===== src/include/adc_if_pkg.sv =====
// shared constants and types of the converter sequencing and host interface block
package adc_if_pkg;
	// -----------------------------------------------------------------
	// timing
	// -----------------------------------------------------------------
	localparam int CLK_PERIOD_NS = 100;
	localparam int ACQ_HIGH_NS = 600;
	localparam int ACQ_LOW_NS = 400;
	localparam int CONV_NS = 1600;
	localparam int READ_GUARD_NS = 100;
	// least times round up to whole cycles
	localparam logic [4:0] ACQ_HIGH_CYC = 5'((ACQ_HIGH_NS + CLK_PERIOD_NS - 1) / CLK_PERIOD_NS);
	localparam logic [4:0] ACQ_LOW_CYC = 5'((ACQ_LOW_NS + CLK_PERIOD_NS - 1) / CLK_PERIOD_NS);
	localparam logic [4:0] CONV_CYC = 5'((CONV_NS + CLK_PERIOD_NS - 1) / CLK_PERIOD_NS);
	localparam logic [4:0] EOC_CYC = 5'h01;
	localparam logic [4:0] CNT_ONE = 5'h01;
	localparam logic [4:0] CNT_ZERO = 5'h00;

	// -----------------------------------------------------------------
	// register map
	// -----------------------------------------------------------------
	localparam logic [7:0] CTRL_OFS = 8'h00;
	localparam logic [7:0] STATUS_OFS = 8'h04;
	localparam logic [7:0] RESULT_OFS = 8'h08;
	localparam int CTRL_W = 6;
	localparam int RES_W = 12;
	localparam logic [CTRL_W-1:0] CTRL_RESET = 6'h00;
	localparam int FMT_BIT = 0;
	localparam int STBY_BIT = 1;
	localparam int SOFTWARE_CONVERT_BIT_BIT = 2;
	localparam int CH_LSB = 3;
	localparam int CH_MSB = 5;
	localparam int ST_BUSY_BIT = 0;
	localparam int ST_STATE_LSB = 1;
	localparam int ST_STATE_MSB = 2;
	localparam int ST_MODE_BIT = 3;
	localparam int ST_HOLD_BIT = 4;
	localparam int ST_STBY_BIT = 5;

	// -----------------------------------------------------------------
	// serial link
	// -----------------------------------------------------------------
	localparam int SER_RD_W = 16;
	localparam logic [4:0] SER_RD_BITS = 5'h10;
	localparam logic [2:0] SER_WR_LAST = 3'h5;
	localparam logic [2:0] SER_WR_BITS = 3'h6;

	// -----------------------------------------------------------------
	// synchronised pins, one bit each
	// -----------------------------------------------------------------
	localparam int PIN_W = 9;
	localparam int P_START = 0;
	localparam int P_SCLK = 1;
	localparam int P_RFS = 2;
	localparam int P_TFS = 3;
	localparam int P_SDI = 4;
	localparam int P_CS = 5;
	localparam int P_RD = 6;
	localparam int P_WR = 7;
	localparam int P_MODE = 8;
	localparam logic [PIN_W-1:0] PIN_RESET = 9'h1FF;

	typedef enum logic [1:0]
	{
		CS_IDLE = 2'b00,
		CS_ACQ = 2'b01,
		CS_CONV = 2'b10,
		CS_EOC = 2'b11
	} conv_state_t;

	typedef struct packed
	{
		conv_state_t conv;
		logic [4:0] cnt;
		logic [CTRL_W-1:0] ctrl;
		logic [RES_W-1:0] result;
		logic [PIN_W-1:0] sy1;
		logic [PIN_W-1:0] sy2;
		logic [PIN_W-1:0] sy3;
		logic [CTRL_W-1:0] db_s1;
		logic [CTRL_W-1:0] db_s2;
		logic db_oe;
		logic [SER_RD_W-1:0] rd_shift;
		logic [4:0] rd_cnt;
		logic sdo;
		logic sdo_oe;
		logic [CTRL_W-1:0] wr_shift;
		logic [2:0] wr_cnt;
		logic a_sel;
		logic a_write;
		logic [7:0] a_addr;
		logic [31:0] hrdata;
	} state_t;
endpackage : adc_if_pkg


===== src/hdl/adc_conversion_host_interface.sv =====
// conversion sequencer with parallel, serial and AHB-Lite host access
//
// Design decisions made here: the register addresses and the AHB-Lite interface to the registers.
`timescale 1ns/100ps
module adc_conversion_host_interface
#(
	parameter bit high_range_variant = 1'b1
)
(
	input wire logic hclk,
	input wire logic hresetn,
	input wire logic hsel,
	input wire logic [31:0] haddr,
	input wire logic [1:0] htrans,
	input wire logic hwrite,
	input wire logic [2:0] hsize,
	input wire logic [31:0] hwdata,
	input wire logic hready,
	output logic hreadyout,
	output logic hresp,
	output logic [31:0] hrdata,
	input wire logic interface_mode_strap,
	input wire logic hw_start_strobe_n,
	input wire logic chip_select_n,
	input wire logic read_strobe_n,
	input wire logic write_strobe_n,
	input wire logic [11:0] parallel_bus_in,
	output logic [11:0] parallel_bus_out,
	output logic parallel_bus_oe,
	input wire logic serial_clock,
	input wire logic read_frame_n,
	input wire logic write_frame_n,
	input wire logic serial_data_in,
	output logic serial_data_out,
	output logic serial_data_oe,
	input wire logic [11:0] core_result,
	output logic track_hold,
	output logic eoc_n,
	output logic power_down,
	output logic [2:0] mux_channel
);
	// -----------------------------------------------------------------
	// state and decoded events
	// -----------------------------------------------------------------
	adc_if_pkg::state_t r_reg;
	adc_if_pkg::state_t r_next;
	logic [4:0] acq_cyc;
	logic mode_par;
	logic hw_rise;
	logic sclk_rise;
	logic sclk_fall;
	logic rfs_fall;
	logic rfs_rise;
	logic tfs_fall;
	logic wr_rise;
	logic ahb_ctrl_wr;
	logic ctrl_ld;
	logic [adc_if_pkg::CTRL_W-1:0] ctrl_val;
	logic sw_go;
	logic hw_go;
	logic [adc_if_pkg::RES_W-1:0] coded;

	assign acq_cyc = high_range_variant ? adc_if_pkg::ACQ_HIGH_CYC : adc_if_pkg::ACQ_LOW_CYC;

	always_comb
	begin
		r_next = r_reg;
		// pins pass two flops before use; sy3 only delays sy2 for edges
		r_next.sy1 = {interface_mode_strap, write_strobe_n, read_strobe_n, chip_select_n, serial_data_in,
			write_frame_n, read_frame_n, serial_clock, hw_start_strobe_n};
		r_next.sy2 = r_reg.sy1;
		r_next.sy3 = r_reg.sy2;
		r_next.db_s1 = parallel_bus_in[adc_if_pkg::CTRL_W-1:0];
		r_next.db_s2 = r_reg.db_s1;

		mode_par = r_reg.sy2[adc_if_pkg::P_MODE];
		hw_rise = r_reg.sy2[adc_if_pkg::P_START] & ~r_reg.sy3[adc_if_pkg::P_START];
		sclk_rise = r_reg.sy2[adc_if_pkg::P_SCLK] & ~r_reg.sy3[adc_if_pkg::P_SCLK];
		sclk_fall = ~r_reg.sy2[adc_if_pkg::P_SCLK] & r_reg.sy3[adc_if_pkg::P_SCLK];
		rfs_fall = ~r_reg.sy2[adc_if_pkg::P_RFS] & r_reg.sy3[adc_if_pkg::P_RFS];
		rfs_rise = r_reg.sy2[adc_if_pkg::P_RFS] & ~r_reg.sy3[adc_if_pkg::P_RFS];
		tfs_fall = ~r_reg.sy2[adc_if_pkg::P_TFS] & r_reg.sy3[adc_if_pkg::P_TFS];
		wr_rise = r_reg.sy2[adc_if_pkg::P_WR] & ~r_reg.sy3[adc_if_pkg::P_WR] & ~r_reg.sy3[adc_if_pkg::P_CS];
		ahb_ctrl_wr = r_reg.a_sel & r_reg.a_write & (r_reg.a_addr == adc_if_pkg::CTRL_OFS);
		ctrl_ld = 1'b0;
		ctrl_val = r_reg.ctrl;

		// -------------------------------------------------------------
		// parallel bus
		// -------------------------------------------------------------
		if (mode_par && wr_rise)
		begin
			ctrl_ld = 1'b1;
			ctrl_val = r_reg.db_s2;
		end
		r_next.db_oe = mode_par & ~r_reg.sy2[adc_if_pkg::P_CS] & ~r_reg.sy2[adc_if_pkg::P_RD];

		// -------------------------------------------------------------
		// serial link, clock edges found by sampling
		// -------------------------------------------------------------
		if (mode_par)
		begin
			r_next.sdo_oe = 1'b0;
		end
		else if (rfs_fall)
		begin
			// snapshot so a write in the same frame cannot alter the word
			r_next.rd_shift = {r_reg.ctrl[adc_if_pkg::FMT_BIT], r_reg.ctrl[adc_if_pkg::CH_MSB:adc_if_pkg::CH_LSB],
				r_reg.result};
			r_next.rd_cnt = adc_if_pkg::CNT_ZERO;
		end
		else if (rfs_rise)
		begin
			r_next.sdo_oe = 1'b0;
		end
		else if (sclk_rise && !r_reg.sy2[adc_if_pkg::P_RFS])
		begin
			if (r_reg.rd_cnt == adc_if_pkg::SER_RD_BITS)
			begin
				r_next.sdo_oe = 1'b0;
			end
			else
			begin
				r_next.sdo = r_reg.rd_shift[adc_if_pkg::SER_RD_W-1];
				r_next.rd_shift = {r_reg.rd_shift[adc_if_pkg::SER_RD_W-2:0], 1'b0};
				r_next.sdo_oe = 1'b1;
				r_next.rd_cnt = r_reg.rd_cnt + adc_if_pkg::CNT_ONE;
			end
		end

		if (!mode_par && tfs_fall)
		begin
			r_next.wr_cnt = 3'h0;
		end
		else if (!mode_par && sclk_fall && !r_reg.sy2[adc_if_pkg::P_TFS] && r_reg.wr_cnt != adc_if_pkg::SER_WR_BITS)
		begin
			// later clocks leave the count saturated and the bits unused
			r_next.wr_shift = {r_reg.wr_shift[adc_if_pkg::CTRL_W-2:0], r_reg.sy2[adc_if_pkg::P_SDI]};
			r_next.wr_cnt = r_reg.wr_cnt + 3'h1;
			if (r_reg.wr_cnt == adc_if_pkg::SER_WR_LAST)
			begin
				ctrl_ld = 1'b1;
				ctrl_val = {r_reg.wr_shift[adc_if_pkg::CTRL_W-2:0], r_reg.sy2[adc_if_pkg::P_SDI]};
			end
		end

		// -------------------------------------------------------------
		// AHB-Lite slave, zero wait states, last writer wins
		// -------------------------------------------------------------
		if (ahb_ctrl_wr)
		begin
			ctrl_ld = 1'b1;
			ctrl_val = hwdata[adc_if_pkg::CTRL_W-1:0];
		end
		r_next.a_sel = hsel & htrans[1] & hready;
		r_next.a_write = hwrite;
		r_next.a_addr = haddr[7:0];
		r_next.hrdata = 32'h0000_0000;
		if (hsel && htrans[1] && hready && !hwrite)
		begin
			unique case (haddr[7:0])
				adc_if_pkg::CTRL_OFS: r_next.hrdata[adc_if_pkg::CTRL_W-1:0] = r_reg.ctrl;
				adc_if_pkg::RESULT_OFS: r_next.hrdata[adc_if_pkg::RES_W-1:0] = r_reg.result;
				adc_if_pkg::STATUS_OFS:
				begin
					r_next.hrdata[adc_if_pkg::ST_BUSY_BIT] = r_reg.conv != adc_if_pkg::CS_IDLE;
					r_next.hrdata[adc_if_pkg::ST_STATE_MSB:adc_if_pkg::ST_STATE_LSB] = r_reg.conv;
					r_next.hrdata[adc_if_pkg::ST_MODE_BIT] = mode_par;
					r_next.hrdata[adc_if_pkg::ST_HOLD_BIT] = r_reg.conv == adc_if_pkg::CS_CONV;
					r_next.hrdata[adc_if_pkg::ST_STBY_BIT] = r_reg.ctrl[adc_if_pkg::STBY_BIT];
				end
				default: r_next.hrdata = 32'h0000_0000;
			endcase
		end

		// -------------------------------------------------------------
		// conversion sequence
		// -------------------------------------------------------------
		if (ctrl_ld)
		begin
			r_next.ctrl = ctrl_val;
		end
		sw_go = ctrl_ld & ctrl_val[adc_if_pkg::SOFTWARE_CONVERT_BIT_BIT] & ~ctrl_val[adc_if_pkg::STBY_BIT];
		hw_go = hw_rise & ~r_reg.ctrl[adc_if_pkg::SOFTWARE_CONVERT_BIT_BIT] & ~r_reg.ctrl[adc_if_pkg::STBY_BIT];
		coded = r_reg.ctrl[adc_if_pkg::FMT_BIT] ? {~core_result[adc_if_pkg::RES_W-1], core_result[adc_if_pkg::RES_W-2:0]}
			: core_result;

		unique case (r_reg.conv)
			adc_if_pkg::CS_IDLE:
			begin
				if (sw_go)
				begin
					r_next.conv = adc_if_pkg::CS_ACQ;
					r_next.cnt = acq_cyc - adc_if_pkg::CNT_ONE;
				end
				else if (hw_go)
				begin
					r_next.conv = adc_if_pkg::CS_CONV;
					r_next.cnt = adc_if_pkg::CONV_CYC - adc_if_pkg::CNT_ONE;
				end
			end
			adc_if_pkg::CS_ACQ:
			begin
				if (r_reg.cnt == adc_if_pkg::CNT_ZERO)
				begin
					r_next.conv = adc_if_pkg::CS_CONV;
					r_next.cnt = adc_if_pkg::CONV_CYC - adc_if_pkg::CNT_ONE;
				end
				else
				begin
					r_next.cnt = r_reg.cnt - adc_if_pkg::CNT_ONE;
				end
			end
			adc_if_pkg::CS_CONV:
			begin
				if (r_reg.cnt == adc_if_pkg::CNT_ZERO)
				begin
					r_next.conv = adc_if_pkg::CS_EOC;
					r_next.result = coded;
					r_next.cnt = adc_if_pkg::EOC_CYC - adc_if_pkg::CNT_ONE;
				end
				else
				begin
					r_next.cnt = r_reg.cnt - adc_if_pkg::CNT_ONE;
				end
			end
			adc_if_pkg::CS_EOC:
			begin
				if (r_reg.cnt == adc_if_pkg::CNT_ZERO)
				begin
					r_next.conv = adc_if_pkg::CS_IDLE;
				end
				else
				begin
					r_next.cnt = r_reg.cnt - adc_if_pkg::CNT_ONE;
				end
			end
		endcase
		// entering standby aborts whatever is running
		if (ctrl_ld && ctrl_val[adc_if_pkg::STBY_BIT])
		begin
			r_next.conv = adc_if_pkg::CS_IDLE;
		end
	end

	always_ff @(posedge hclk or negedge hresetn)
	begin
		if (!hresetn)
		begin
			r_reg <= '{conv: adc_if_pkg::CS_IDLE, cnt: adc_if_pkg::CNT_ZERO, ctrl: adc_if_pkg::CTRL_RESET,
				result: 12'h000, sy1: adc_if_pkg::PIN_RESET, sy2: adc_if_pkg::PIN_RESET, sy3: adc_if_pkg::PIN_RESET,
				db_s1: 6'h00, db_s2: 6'h00, db_oe: 1'b0, rd_shift: 16'h0000, rd_cnt: adc_if_pkg::SER_RD_BITS,
				sdo: 1'b0, sdo_oe: 1'b0, wr_shift: 6'h00, wr_cnt: adc_if_pkg::SER_WR_BITS, a_sel: 1'b0,
				a_write: 1'b0, a_addr: 8'h00, hrdata: 32'h0000_0000};
		end
		else
		begin
			r_reg <= r_next;
		end
	end

	// -----------------------------------------------------------------
	// outputs
	// -----------------------------------------------------------------
	assign hreadyout = 1'b1;
	assign hresp = 1'b0;
	assign hrdata = r_reg.hrdata;
	assign parallel_bus_out = r_reg.result;
	assign parallel_bus_oe = r_reg.db_oe;
	assign serial_data_out = r_reg.sdo;
	assign serial_data_oe = r_reg.sdo_oe;
	assign track_hold = r_reg.conv == adc_if_pkg::CS_CONV;
	assign eoc_n = r_reg.conv != adc_if_pkg::CS_EOC;
	assign power_down = r_reg.ctrl[adc_if_pkg::STBY_BIT];
	assign mux_channel = r_reg.ctrl[adc_if_pkg::CH_MSB:adc_if_pkg::CH_LSB];
endmodule : adc_conversion_host_interface


===== config.mk =====
export PLATFORM = sky130hd
export DESIGN_NAME = adc_conversion_host_interface
export DESIGN_NICKNAME = d
export VERILOG_FILES = /design/src/include/adc_if_pkg.sv /design/src/hdl/adc_conversion_host_interface.sv
export SDC_FILE = /design/constraint.sdc
export NUM_CORES = 1
export LEC_CHECK = 0
export BUFFER_PORTS_ARGS = -buffer_cell sky130_fd_sc_hd__buf_4
export CAP_MARGIN = 10
export CORE_ASPECT_RATIO = 0.9
export CORE_MARGIN = 2
export CORE_UTILIZATION = 46
export CTS_CLUSTER_SIZE = 16
export DETAILED_ROUTE_END_ITERATION = 16
export PLACE_DENSITY = 0.76
export SETUP_SLACK_MARGIN = 0.02
export SLEW_MARGIN = 20
export SYNTH_ARGS = -nofsm -noshare
export SYNTH_HDL_FRONTEND = slang
export SYNTH_SLANG_ARGS = --single-unit

===== constraint.sdc =====
create_clock -name hclk -period 2.1 [get_ports hclk]
set_clock_uncertainty 0.1 [all_clocks]
set_input_delay 0.105 -clock hclk [delete_from_list [all_inputs] [get_ports hclk]]
set_output_delay 0.105 -clock hclk [all_outputs]
set_load 0.02 [all_outputs]

==> results of run 1 <==
-- worst max path at each step --
stage,startpoint,end,slack [ns],depth (start not counted)
2_1_floorplan,mode_par,r_reg[136],-0.12,8
3_3_place_gp,r_next[94],r_reg[133],-0.07,6
3_5_place_dp,r_reg[43],r_reg[132],-0.18,9
4_1_cts,r_reg[43],r_reg[132],-0.05,9
5_1_grt,r_reg[43],r_reg[136],-0.14,9
6_report,r_reg[43],r_reg[132],-0.08,9
-- kinds of logic after synthesis --
logic type	synth area share
flops	0.577
simple gates	0.112
compound gates	0.112
buf+inv	0.0962
mux	0.0637
fa+ha+maj	0.0273
xor+xnor	0.0104
other cells	0.00149
-- final cells by class --
type / count / area share
multi-input combinational: 248 / 0.268
clock inverter: 10 / 0.0134
inverter: 13 / 0.00708
timing repair buffer: 156 / 0.190
clock buffer: 22 / 0.0752
tap: 133 / 0.0241
sequential: 115 / 0.422
-- synth_stat cells (7+ instances only) --
| cell type | instances | area, sq um |
|---|---|---|
| inv_1 | 13 | 48.8 |
| mux2i_1 | 13 | 130 |
| o22a_1 | 31 | 272 |
| o21ai_0 | 14 | 70.1 |
| dfrtp_1 | 88 | 2200 |
| a21oi_1 | 16 | 80.1 |
| and2_1 | 7 | 43.8 |
| buf_4 | 49 | 368 |
| nand2_1 | 32 | 120 |
| clkbuf_1 | 10 | 37.5 |
| ha_1 | 11 | 138 |
| nor2_1 | 26 | 97.6 |
| mux2_2 | 17 | 191 |
| dfstp_2 | 27 | 709 |
-- critical path, delay by kind of cell, from the launching register on --
family	cells	cell delay [ns]
AOI/OAI and AO/OA	3	0.66
adders and majority gates	1	0.15
buffers and inverters	2	0.19
DFF	1	0.55
and+or+nand+nor	3	0.45
-- layout by cell type (no fill, tap or decap), types with 2 or more instances in the layout --
cell,count
buf_4,107
dfrtp_1,88
a211oi_2,2
dlygate4sd3_1,45
xor2_1,4
conb_1,22
a32o_2,2
nor2_2,3
xnor2_1,2
nor2b_1,3
ha_1,10
nor3_1,3
a21oi_2,2
mux2i_1,12
mux2_2,17
clkinv_4,2
nand3b_1,2
nand2b_1,3
a21oi_1,14
buf_6,3
inv_1,12
nor2_1,23
nand4_1,3
and4bb_2,2
nand2_1,31
clkbuf_16,20
and2_1,6
o22a_1,31
o211ai_1,2
o21ai_0,14
dfstp_2,27
clkinvlp_4,2
nor3b_1,2
clkinv_2,3
nand3_1,3
-- repair_timing --
action | CTS | global route
setup buffers | 2 | 1
hold buffers | 45 | 0
hold endpoints to repair | 153 | 0
gates resized for setup | 11 | 19
setup endpoints to repair | 7 | 41
pin swaps | 4 | 11
-- metal layers --
layer | global-route usage | vias to the layer above | wire [microns]
met1 | 0.245 | 1809 | 4750
met4 | 0.0863 | 0 | 168
met3 | 0.0740 | 16 | 662
li1 | - | 1650 | -
met2 | 0.324 | 123 | 5620
met5 | 0 | - | 0
-- metrics by stage --
stage | total power, mW | util | worst slack, ns
after global routing | 8.58 | 0.640 | -0.143
after global placement | 4.94 | 0.529 | -0.0724
after detailed placement | 5.03 | 0.529 | -0.176
after floorplan | 4.39 | - | -0.124
final | 8.17 | 0.640 | -0.0766
after CTS | 8.06 | 0.632 | -0.0473
-- report_power, final --
group | internal [mW] | switching, mW
Combinational | 1.13 | 1.14
Sequential | 2.63 | 0.392
Clock | 1.87 | 1.00
Total | 5.63 | 2.54
==> metrics, run 1 <==
Starting DRT DRC Count 213; CTS Buffer Depth 2; max FFs per register 60; fin. max-slew vios 0; CTS root buf clkbuf_16; dominant synthesized flop cell dfrtp_1; initial antenna violation count 0; clk_lat worst skew 0.41 ns; TritonCTS buffer count 17; port bufs 79; critical path startpoint category register; footprint of the multi-input gates 0.00185 sq mm; crit-path max cell delay 0.55 ns; placed cell areas 0.00569 sq mm; IR drop worst, VDD 0.000679 V; Warnings, synthesis 0; maximum capacitance violations 0; routability cong. 0.846; global-route wire length before repair 17.9 mm; gr usage total 0.200; I/O Pins 162; failing checks negative setup slack; RSZ-0062 raised after global routing true; vias in the first global route 3564; Final Critical Period 2.18 ns; Final ANT Viol Nets 0; Fmax 459 MHz; crit end category register; clk slew on worst S/H paths 0.06 ns; WL per Instance 16.1 microns; largest net degree at the start of global routing 55; slowest CP cell dfstp_2; area delta synth->final 36.5%; initial core utilization 0.469; DR pass1 iterations 5; crit path DAT 2.41 ns; status complete, but fails checks; WL final 11.2 mm; reg2reg end r_reg[132]; die area 0.0118 sq mm; share of layout cells above drive strength 1 0.385; total grt overflow 0; ant diodes 0; Syn Std Cell Area 0.00505 sq mm; Post-synth EDFFs 0; Max FO, Critical Path 6; Critical Setup Path Class register to register; # nets final 669; CTS tree built; r2r setup slk -0.08 ns; Final Non-Filler Cells 697; Placed Cells 617; P per Cell Area 1180 mW/mm^2; cell count of the worst reg-to-reg path 9; final period utilization 1.04; Fill cells 779; Hold Fails Final Rpt 0; sequential share of the synthesized area 0.577; Residual DRC 0; chip width 114 microns; PnR worst setup slack -0.0766 ns; Syn Inst Count 419; vias per cell 5.16; core region area 0.0108 sq mm; Final Cell Area 0.00689 sq mm; Critical Path RT 2.33 ns; Unique masters post-synth 53; worst hold path class primary input to async pin; TritonCTS Sinks 115; Final setup viols 7; Die Ht 103 microns; syn_area_per_cell 12.0 sq um; CTS H-tree depth 4; Setup TNS -0.374 ns; worst hold slack 0.0703 ns; Static Leakage 3.11 nW; Std-Cell Rows 36; flip-flop and latch area 0.00291 sq mm; DR vias 3598; Synth Register Bits 115; CP cell instances inv_2 > ha_4 > and4bb_2 > and2_4 > o2111ai_4 > a32o_2 > buf_6 > nor2_2 > a21oi_2; detailed-placement wirelength estimate 7.10 mm; Reg-to-Reg Start r_reg[43]; ys async rst share 1.00
Note: power is estimated with default switching activity, not from simulation.
==> run 2, diff against run 1 <==
CORE_ASPECT_RATIO = 1.4   (was 0.9)
==> metrics, run 2 (synthesis gave the netlist of run 1 again) <==
CTS tree built; worst hold slack 0.0711 ns (+0.000761 ns); I/O Pins 162 (unchanged); met1 GRT Util 0.223 (-0.0213); Hold Fails Final Rpt 0 (unchanged); Residual DRC 0 (unchanged); Starting DRT DRC Count 161 (-24%); crit end category register; DR vias 3582 (-0.44%); commonest non-fill, non-tap cells in the layout buf_4 (107), dfrtp_1 (88), dlygate4sd3_1 (45); clk_lat worst skew 0.41 ns (about the same); crit path DAT 2.40 ns (about the same); ant diodes 0 (unchanged); maximum capacitance violations 0 (unchanged); P per Cell Area 1180 mW/mm^2 (-0.59%); WL per Instance 15.4 microns (-4.3%); status complete, but fails checks; Top Usage Layer GRT met2; detailed-placement wirelength estimate 6.98 mm (-1.7%); Static Leakage 3.09 nW (-0.66%); Final setup viols 7 (unchanged); initial core utilization 0.469 (+0.000491); Fmax 453 MHz (-1.5%); actual slew at the worst max-slew pin 0.607 ns; Placed Cells 622 (+0.81%); vias per cell 5.07 (-1.7%); WL final 10.9 mm (-3.1%); IR drop worst, VDD 0.000714 V (+5.2%); Critical Setup Path Class register to register; PnR worst setup slack -0.110 ns (-0.0331 ns); DR pass1 iterations 4 (-1); GR met2 Demand/Resource 0.343 (+0.0190); largest net degree at the start of global routing 43 (-22%); TritonCTS Sinks 115 (unchanged); total grt overflow 0 (unchanged); clk slew on worst S/H paths 0.05 ns (about the same); area delta synth->final 36.5% (about the same); Max FO, Critical Path 5 (-1); vias in the first global route 3747 (+5.1%); final period utilization 1.05 (+0.0158); port bufs 79 (unchanged); reg2reg end r_reg[135]; Setup TNS -0.477 ns (-0.102 ns); max FFs per register 60 (unchanged); cell count of the worst reg-to-reg path 6 (-3); routability cong. 0.793 (-6.3%); CTS Buffer Depth 2 (unchanged); CTS root buf clkbuf_16; commonest non-fill, non-tap cell in the layout buf_4; failing checks negative setup slack; M3 GR Usage 0.0488 (-0.0252); Die Ht 128 microns (+24%); chip width 92.5 microns (-19%); Std-Cell Rows 45 (+25%); TritonCTS buffer count 17 (unchanged); die area 0.0118 sq mm (about the same); Final Non-Filler Cells 706 (+1.3%); gr usage total 0.196 (-0.00437); initial antenna violation count 0 (unchanged); Final Critical Period 2.21 ns (+0.0331 ns); critical path startpoint category register; Fill cells 789 (+1.3%); fin. max-slew vios 0 (unchanged); Final ANT Viol Nets 0 (unchanged); # nets final 670 (+0.15%); worst hold path class primary input to async pin; share of layout cells above drive strength 1 0.381 (-0.00422); core region area 0.0108 sq mm (-0.10%); Critical Path RT 2.29 ns (-0.04 ns); slew margin rel. 0.592; Reg-to-Reg Start mode_par; RSZ-0062 raised after global routing true; r2r setup slk -0.11 ns (-0.03 ns); CTS H-tree depth 4 (unchanged); global-route wire length before repair 17.9 mm (-0.27%)
-- run 2: worst max-delay path: stages (launching register included) --
cell       delay, ns
dfstp_2         0.54
and4bb_4        0.30
mux2i_4         0.27
o2111ai_4       0.18
a32o_2          0.37
buf_6           0.14
o22a_1          0.19
-- run 2: what timing repair did --
item,CTS,global route
pin swaps,10,8
hold buffers,45,0
buffers inserted,7,0
hold endpoints to repair,155,0
resized for setup,14,11
endpoints found under the setup margin,7,42
-- run 2: worst max-delay path by stage --
stage	slack [ns]	to	startpoint	depth (start not counted)
floorplan	-0.12	r_reg[136]	mode_par	8
global placement	-0.15	r_reg[135]	r_reg[43]	8
detailed placement	-0.24	r_reg[135]	r_reg[43]	8
CTS	-0.11	r_reg[135]	r_reg[38]	6
global route	-0.17	r_reg[135]	r_reg[88]	6
finish	-0.11	r_reg[135]	mode_par	6
-- run 2: layout make-up --
cell class,instances,area (sq um),area share
inverters,13,48.8,0.00708
repair buffers,157,1320,0.191
well taps,141,176,0.0256
flip-flops and latches,115,2910,0.423
clock inverters,13,158,0.0229
clock buffers,19,453,0.0657
multi-input cells,248,1820,0.265
-- run 2: stage by stage --
step | cell area [sq um] | utilization | total power [mW] | setup WS (ns)
2_1_floorplan | 5140 | - | 4.39 | -0.124
3_3_place_gp | 5680 | 0.528 | 4.90 | -0.147
4_1_cts | 6840 | 0.636 | 8.07 | -0.108
3_5_place_dp | 5680 | 0.528 | 4.98 | -0.239
5_1_grt | 6890 | 0.641 | 8.49 | -0.169
6_report | 6890 | 0.641 | 8.11 | -0.110
-- run 2: metal layers --
layer  up-vias  part of all wire
li1       1657                 -
met1      1791              0.39
met2       113              0.53
met3        21             0.047
met4         0             0.031
met5         -                 0
-- run 2: power by group --
part	switching, mW	leakage, nW	internal (mW)
Clock	0.979	0.291	1.92
Sequential	0.385	1.35	2.63
Combinational	1.09	1.45	1.11
==> run 3, diff against run 2 <==
CORE_UTILIZATION = 50   (was 46)
MAX_ROUTING_LAYER = met4   (was default)
PLACE_DENSITY = 0.79   (was 0.76)
clock period = 2.79 ns   (was 2.1 ns; I/O delays follow)
==> metrics, run 3 (synthesis gave the netlist of run 1 again) <==
status finished clean; I/O Pins 162 (unchanged); Final Critical Period 2.55 ns (+0.337 ns); slowest CP cell dfstp_2; IR drop worst, VDD 0.000652 V (-8.7%); CTS tree built; worst hold path class primary input to async pin; placed cell areas 0.00553 sq mm (-2.6%); TritonCTS Sinks 115 (unchanged); gr usage total 0.230 (+0.0344); commonest non-fill, non-tap cells in the layout dfrtp_1 (88), buf_4 (87), dlygate4sd3_1 (45); critical path startpoint category register; area delta synth->final 31.8%; Die Ht 123 microns (-4.0%); max FFs per register 60 (unchanged); core region area 0.00985 sq mm (-8.4%); # nets final 646 (-3.6%); crit end category register; CTS Buffer Depth 2 (unchanged); post_cts resized 0 (-14); Placed Cells 599 (-3.7%); final period utilization 0.913 (-0.140); Internal Power 4.38 mW (-23%); crit-path max cell delay 0.55 ns (about the same); RSZ-0062 raised after global routing false; CP cell instances inv_1 > ha_1 > and4bb_2 > and2_1 > o2111ai_1 > a32o_1 > nor2_1 > o22a_1; initial antenna violation count 0 (unchanged); Setup TNS 0 ns (+0.477 ns); Critical Path RT 2.99 ns (+0.70 ns); ant diodes 0 (unchanged); postcts setup bufs 0 (-7); total grt overflow 0 (unchanged); PnR worst setup slack 0.244 ns (+0.353 ns); Final setup viols 0 (-7); clk slew on worst S/H paths 0.05 ns (about the same); DR pass1 iterations 4 (unchanged); Max FO, Critical Path 9 (+4); clk_lat worst skew 0.41 ns (about the same); commonest non-fill, non-tap cell in the layout dfrtp_1; actual slew at the worst max-slew pin 0.648 ns (+0.0408 ns); largest net degree at the start of global routing 66 (+53%); critical path depth 8 (+2); port bufs 79 (unchanged); Hold Fails Final Rpt 0 (unchanged); global-route wire length before repair 17.8 mm (-0.35%); CTS root buf clkbuf_16; CTS H-tree depth 4 (unchanged); Residual DRC 0 (unchanged); Pwr Total 6.16 mW (-24%); crit path DAT 2.74 ns (+0.34 ns); r2r setup slk 0.24 ns (+0.35 ns); chip width 88.9 microns (-3.9%); WL per Instance 16.8 microns (+9.4%); DR vias 3507 (-2.1%); Switching Share 0.290 (-0.0125); slew margin rel. 0.568 (-0.0237); Fmax 393 MHz (-13%); maximum capacitance violations 0 (unchanged); Final Cell Area 0.00665 sq mm (-3.5%); WL final 11.4 mm (+4.7%); Fill cells 680 (-14%); P per Cell Area 927 mW/mm^2 (-21%); fin. max-slew vios 0 (unchanged); vias in the first global route 3568 (-4.8%); die area 0.0109 sq mm (-7.7%); WP buf/inv 1 (unchanged); Reg-to-Reg Start r_reg[43]; sequential share of power 0.371 (about the same); Clock power frac 0.393 (+0.036); detailed-placement wirelength estimate 6.87 mm (-1.5%); Std-Cell Rows 43 (-4.4%); Critical Setup Path Class register to register; Final Non-Filler Cells 676 (-4.2%); reg2reg end r_reg[135]; share of layout cells above drive strength 1 0.314 (-0.0663); pre-CTS setup slack 0.375 ns (+0.613 ns); Top delay family on crit path compound AO/OA/AOI/OAI gates; Starting DRT DRC Count 257 (+60%); Final ANT Viol Nets 0 (unchanged); initial core utilization 0.513 (+0.0433); TritonCTS buffer count 17 (unchanged); cell count of the worst reg-to-reg path 8 (+2); routability cong. 0.810 (+2.1%); part of the power in combinational logic 0.237 (-0.034); Net Sw Power 1.78 mW (-27%); Static Leakage 2.98 nW (-3.6%); vias per cell 5.19 (+2.3%)
[run 3: metal layers]
layer,part of all wire,track usage
met1,0.39,0.262
met2,0.55,0.386
met3,0.042,0.0511
met4,0.016,0.101
met5,0,-
[run 3: timing repair]
item | CTS | global route
endpoints found under the setup margin | 0 | 0
endpoints found under the hold margin | 90 | 0
hold buffers | 45 | 0
[run 3: through the flow]
stage / hold WS (ns) / utilization
after floorplan: -0.256 / -
after global placement: 0.0968 / 0.561
after detailed placement: 0.108 / 0.561
after CTS: 0.222 / 0.675
after global routing: 0.249 / 0.675
final: 0.212 / 0.675
[run 3: worst max-delay path by stage]
stage / startpoint / endpoint / slack (ns)
finish: r_reg[43] / r_reg[135] / 0.24
global route: r_reg[43] / r_reg[135] / 0.16
CTS: r_reg[43] / r_reg[135] / 0.27
detailed placement: r_reg[43] / r_reg[135] / 0.37
global placement: r_reg[43] / r_reg[135] / 0.45
floorplan: mode_par / r_reg[136] / 0.51
[run 3: layout make-up]
type / count / area (sq um) / area share
sequential: 115 / 2910 / 0.438
clock inverter: 8 / 170 / 0.0256
multi-input combinational: 248 / 1730 / 0.259
clock buffer: 24 / 502 / 0.0754
inverter: 13 / 48.8 / 0.00734
tap: 135 / 169 / 0.0254
timing repair buffer: 133 / 1120 / 0.169
[run 3: power groups by stage]
stage,sequential [mW],combinational (mW),clock (mW)
after global routing,2.32,1.57,2.53
after CTS,2.28,1.45,2.45
after detailed placement,2.29,1.37,0
after floorplan,2.20,1.10,0
final,2.28,1.46,2.42
after global placement,2.27,1.32,0
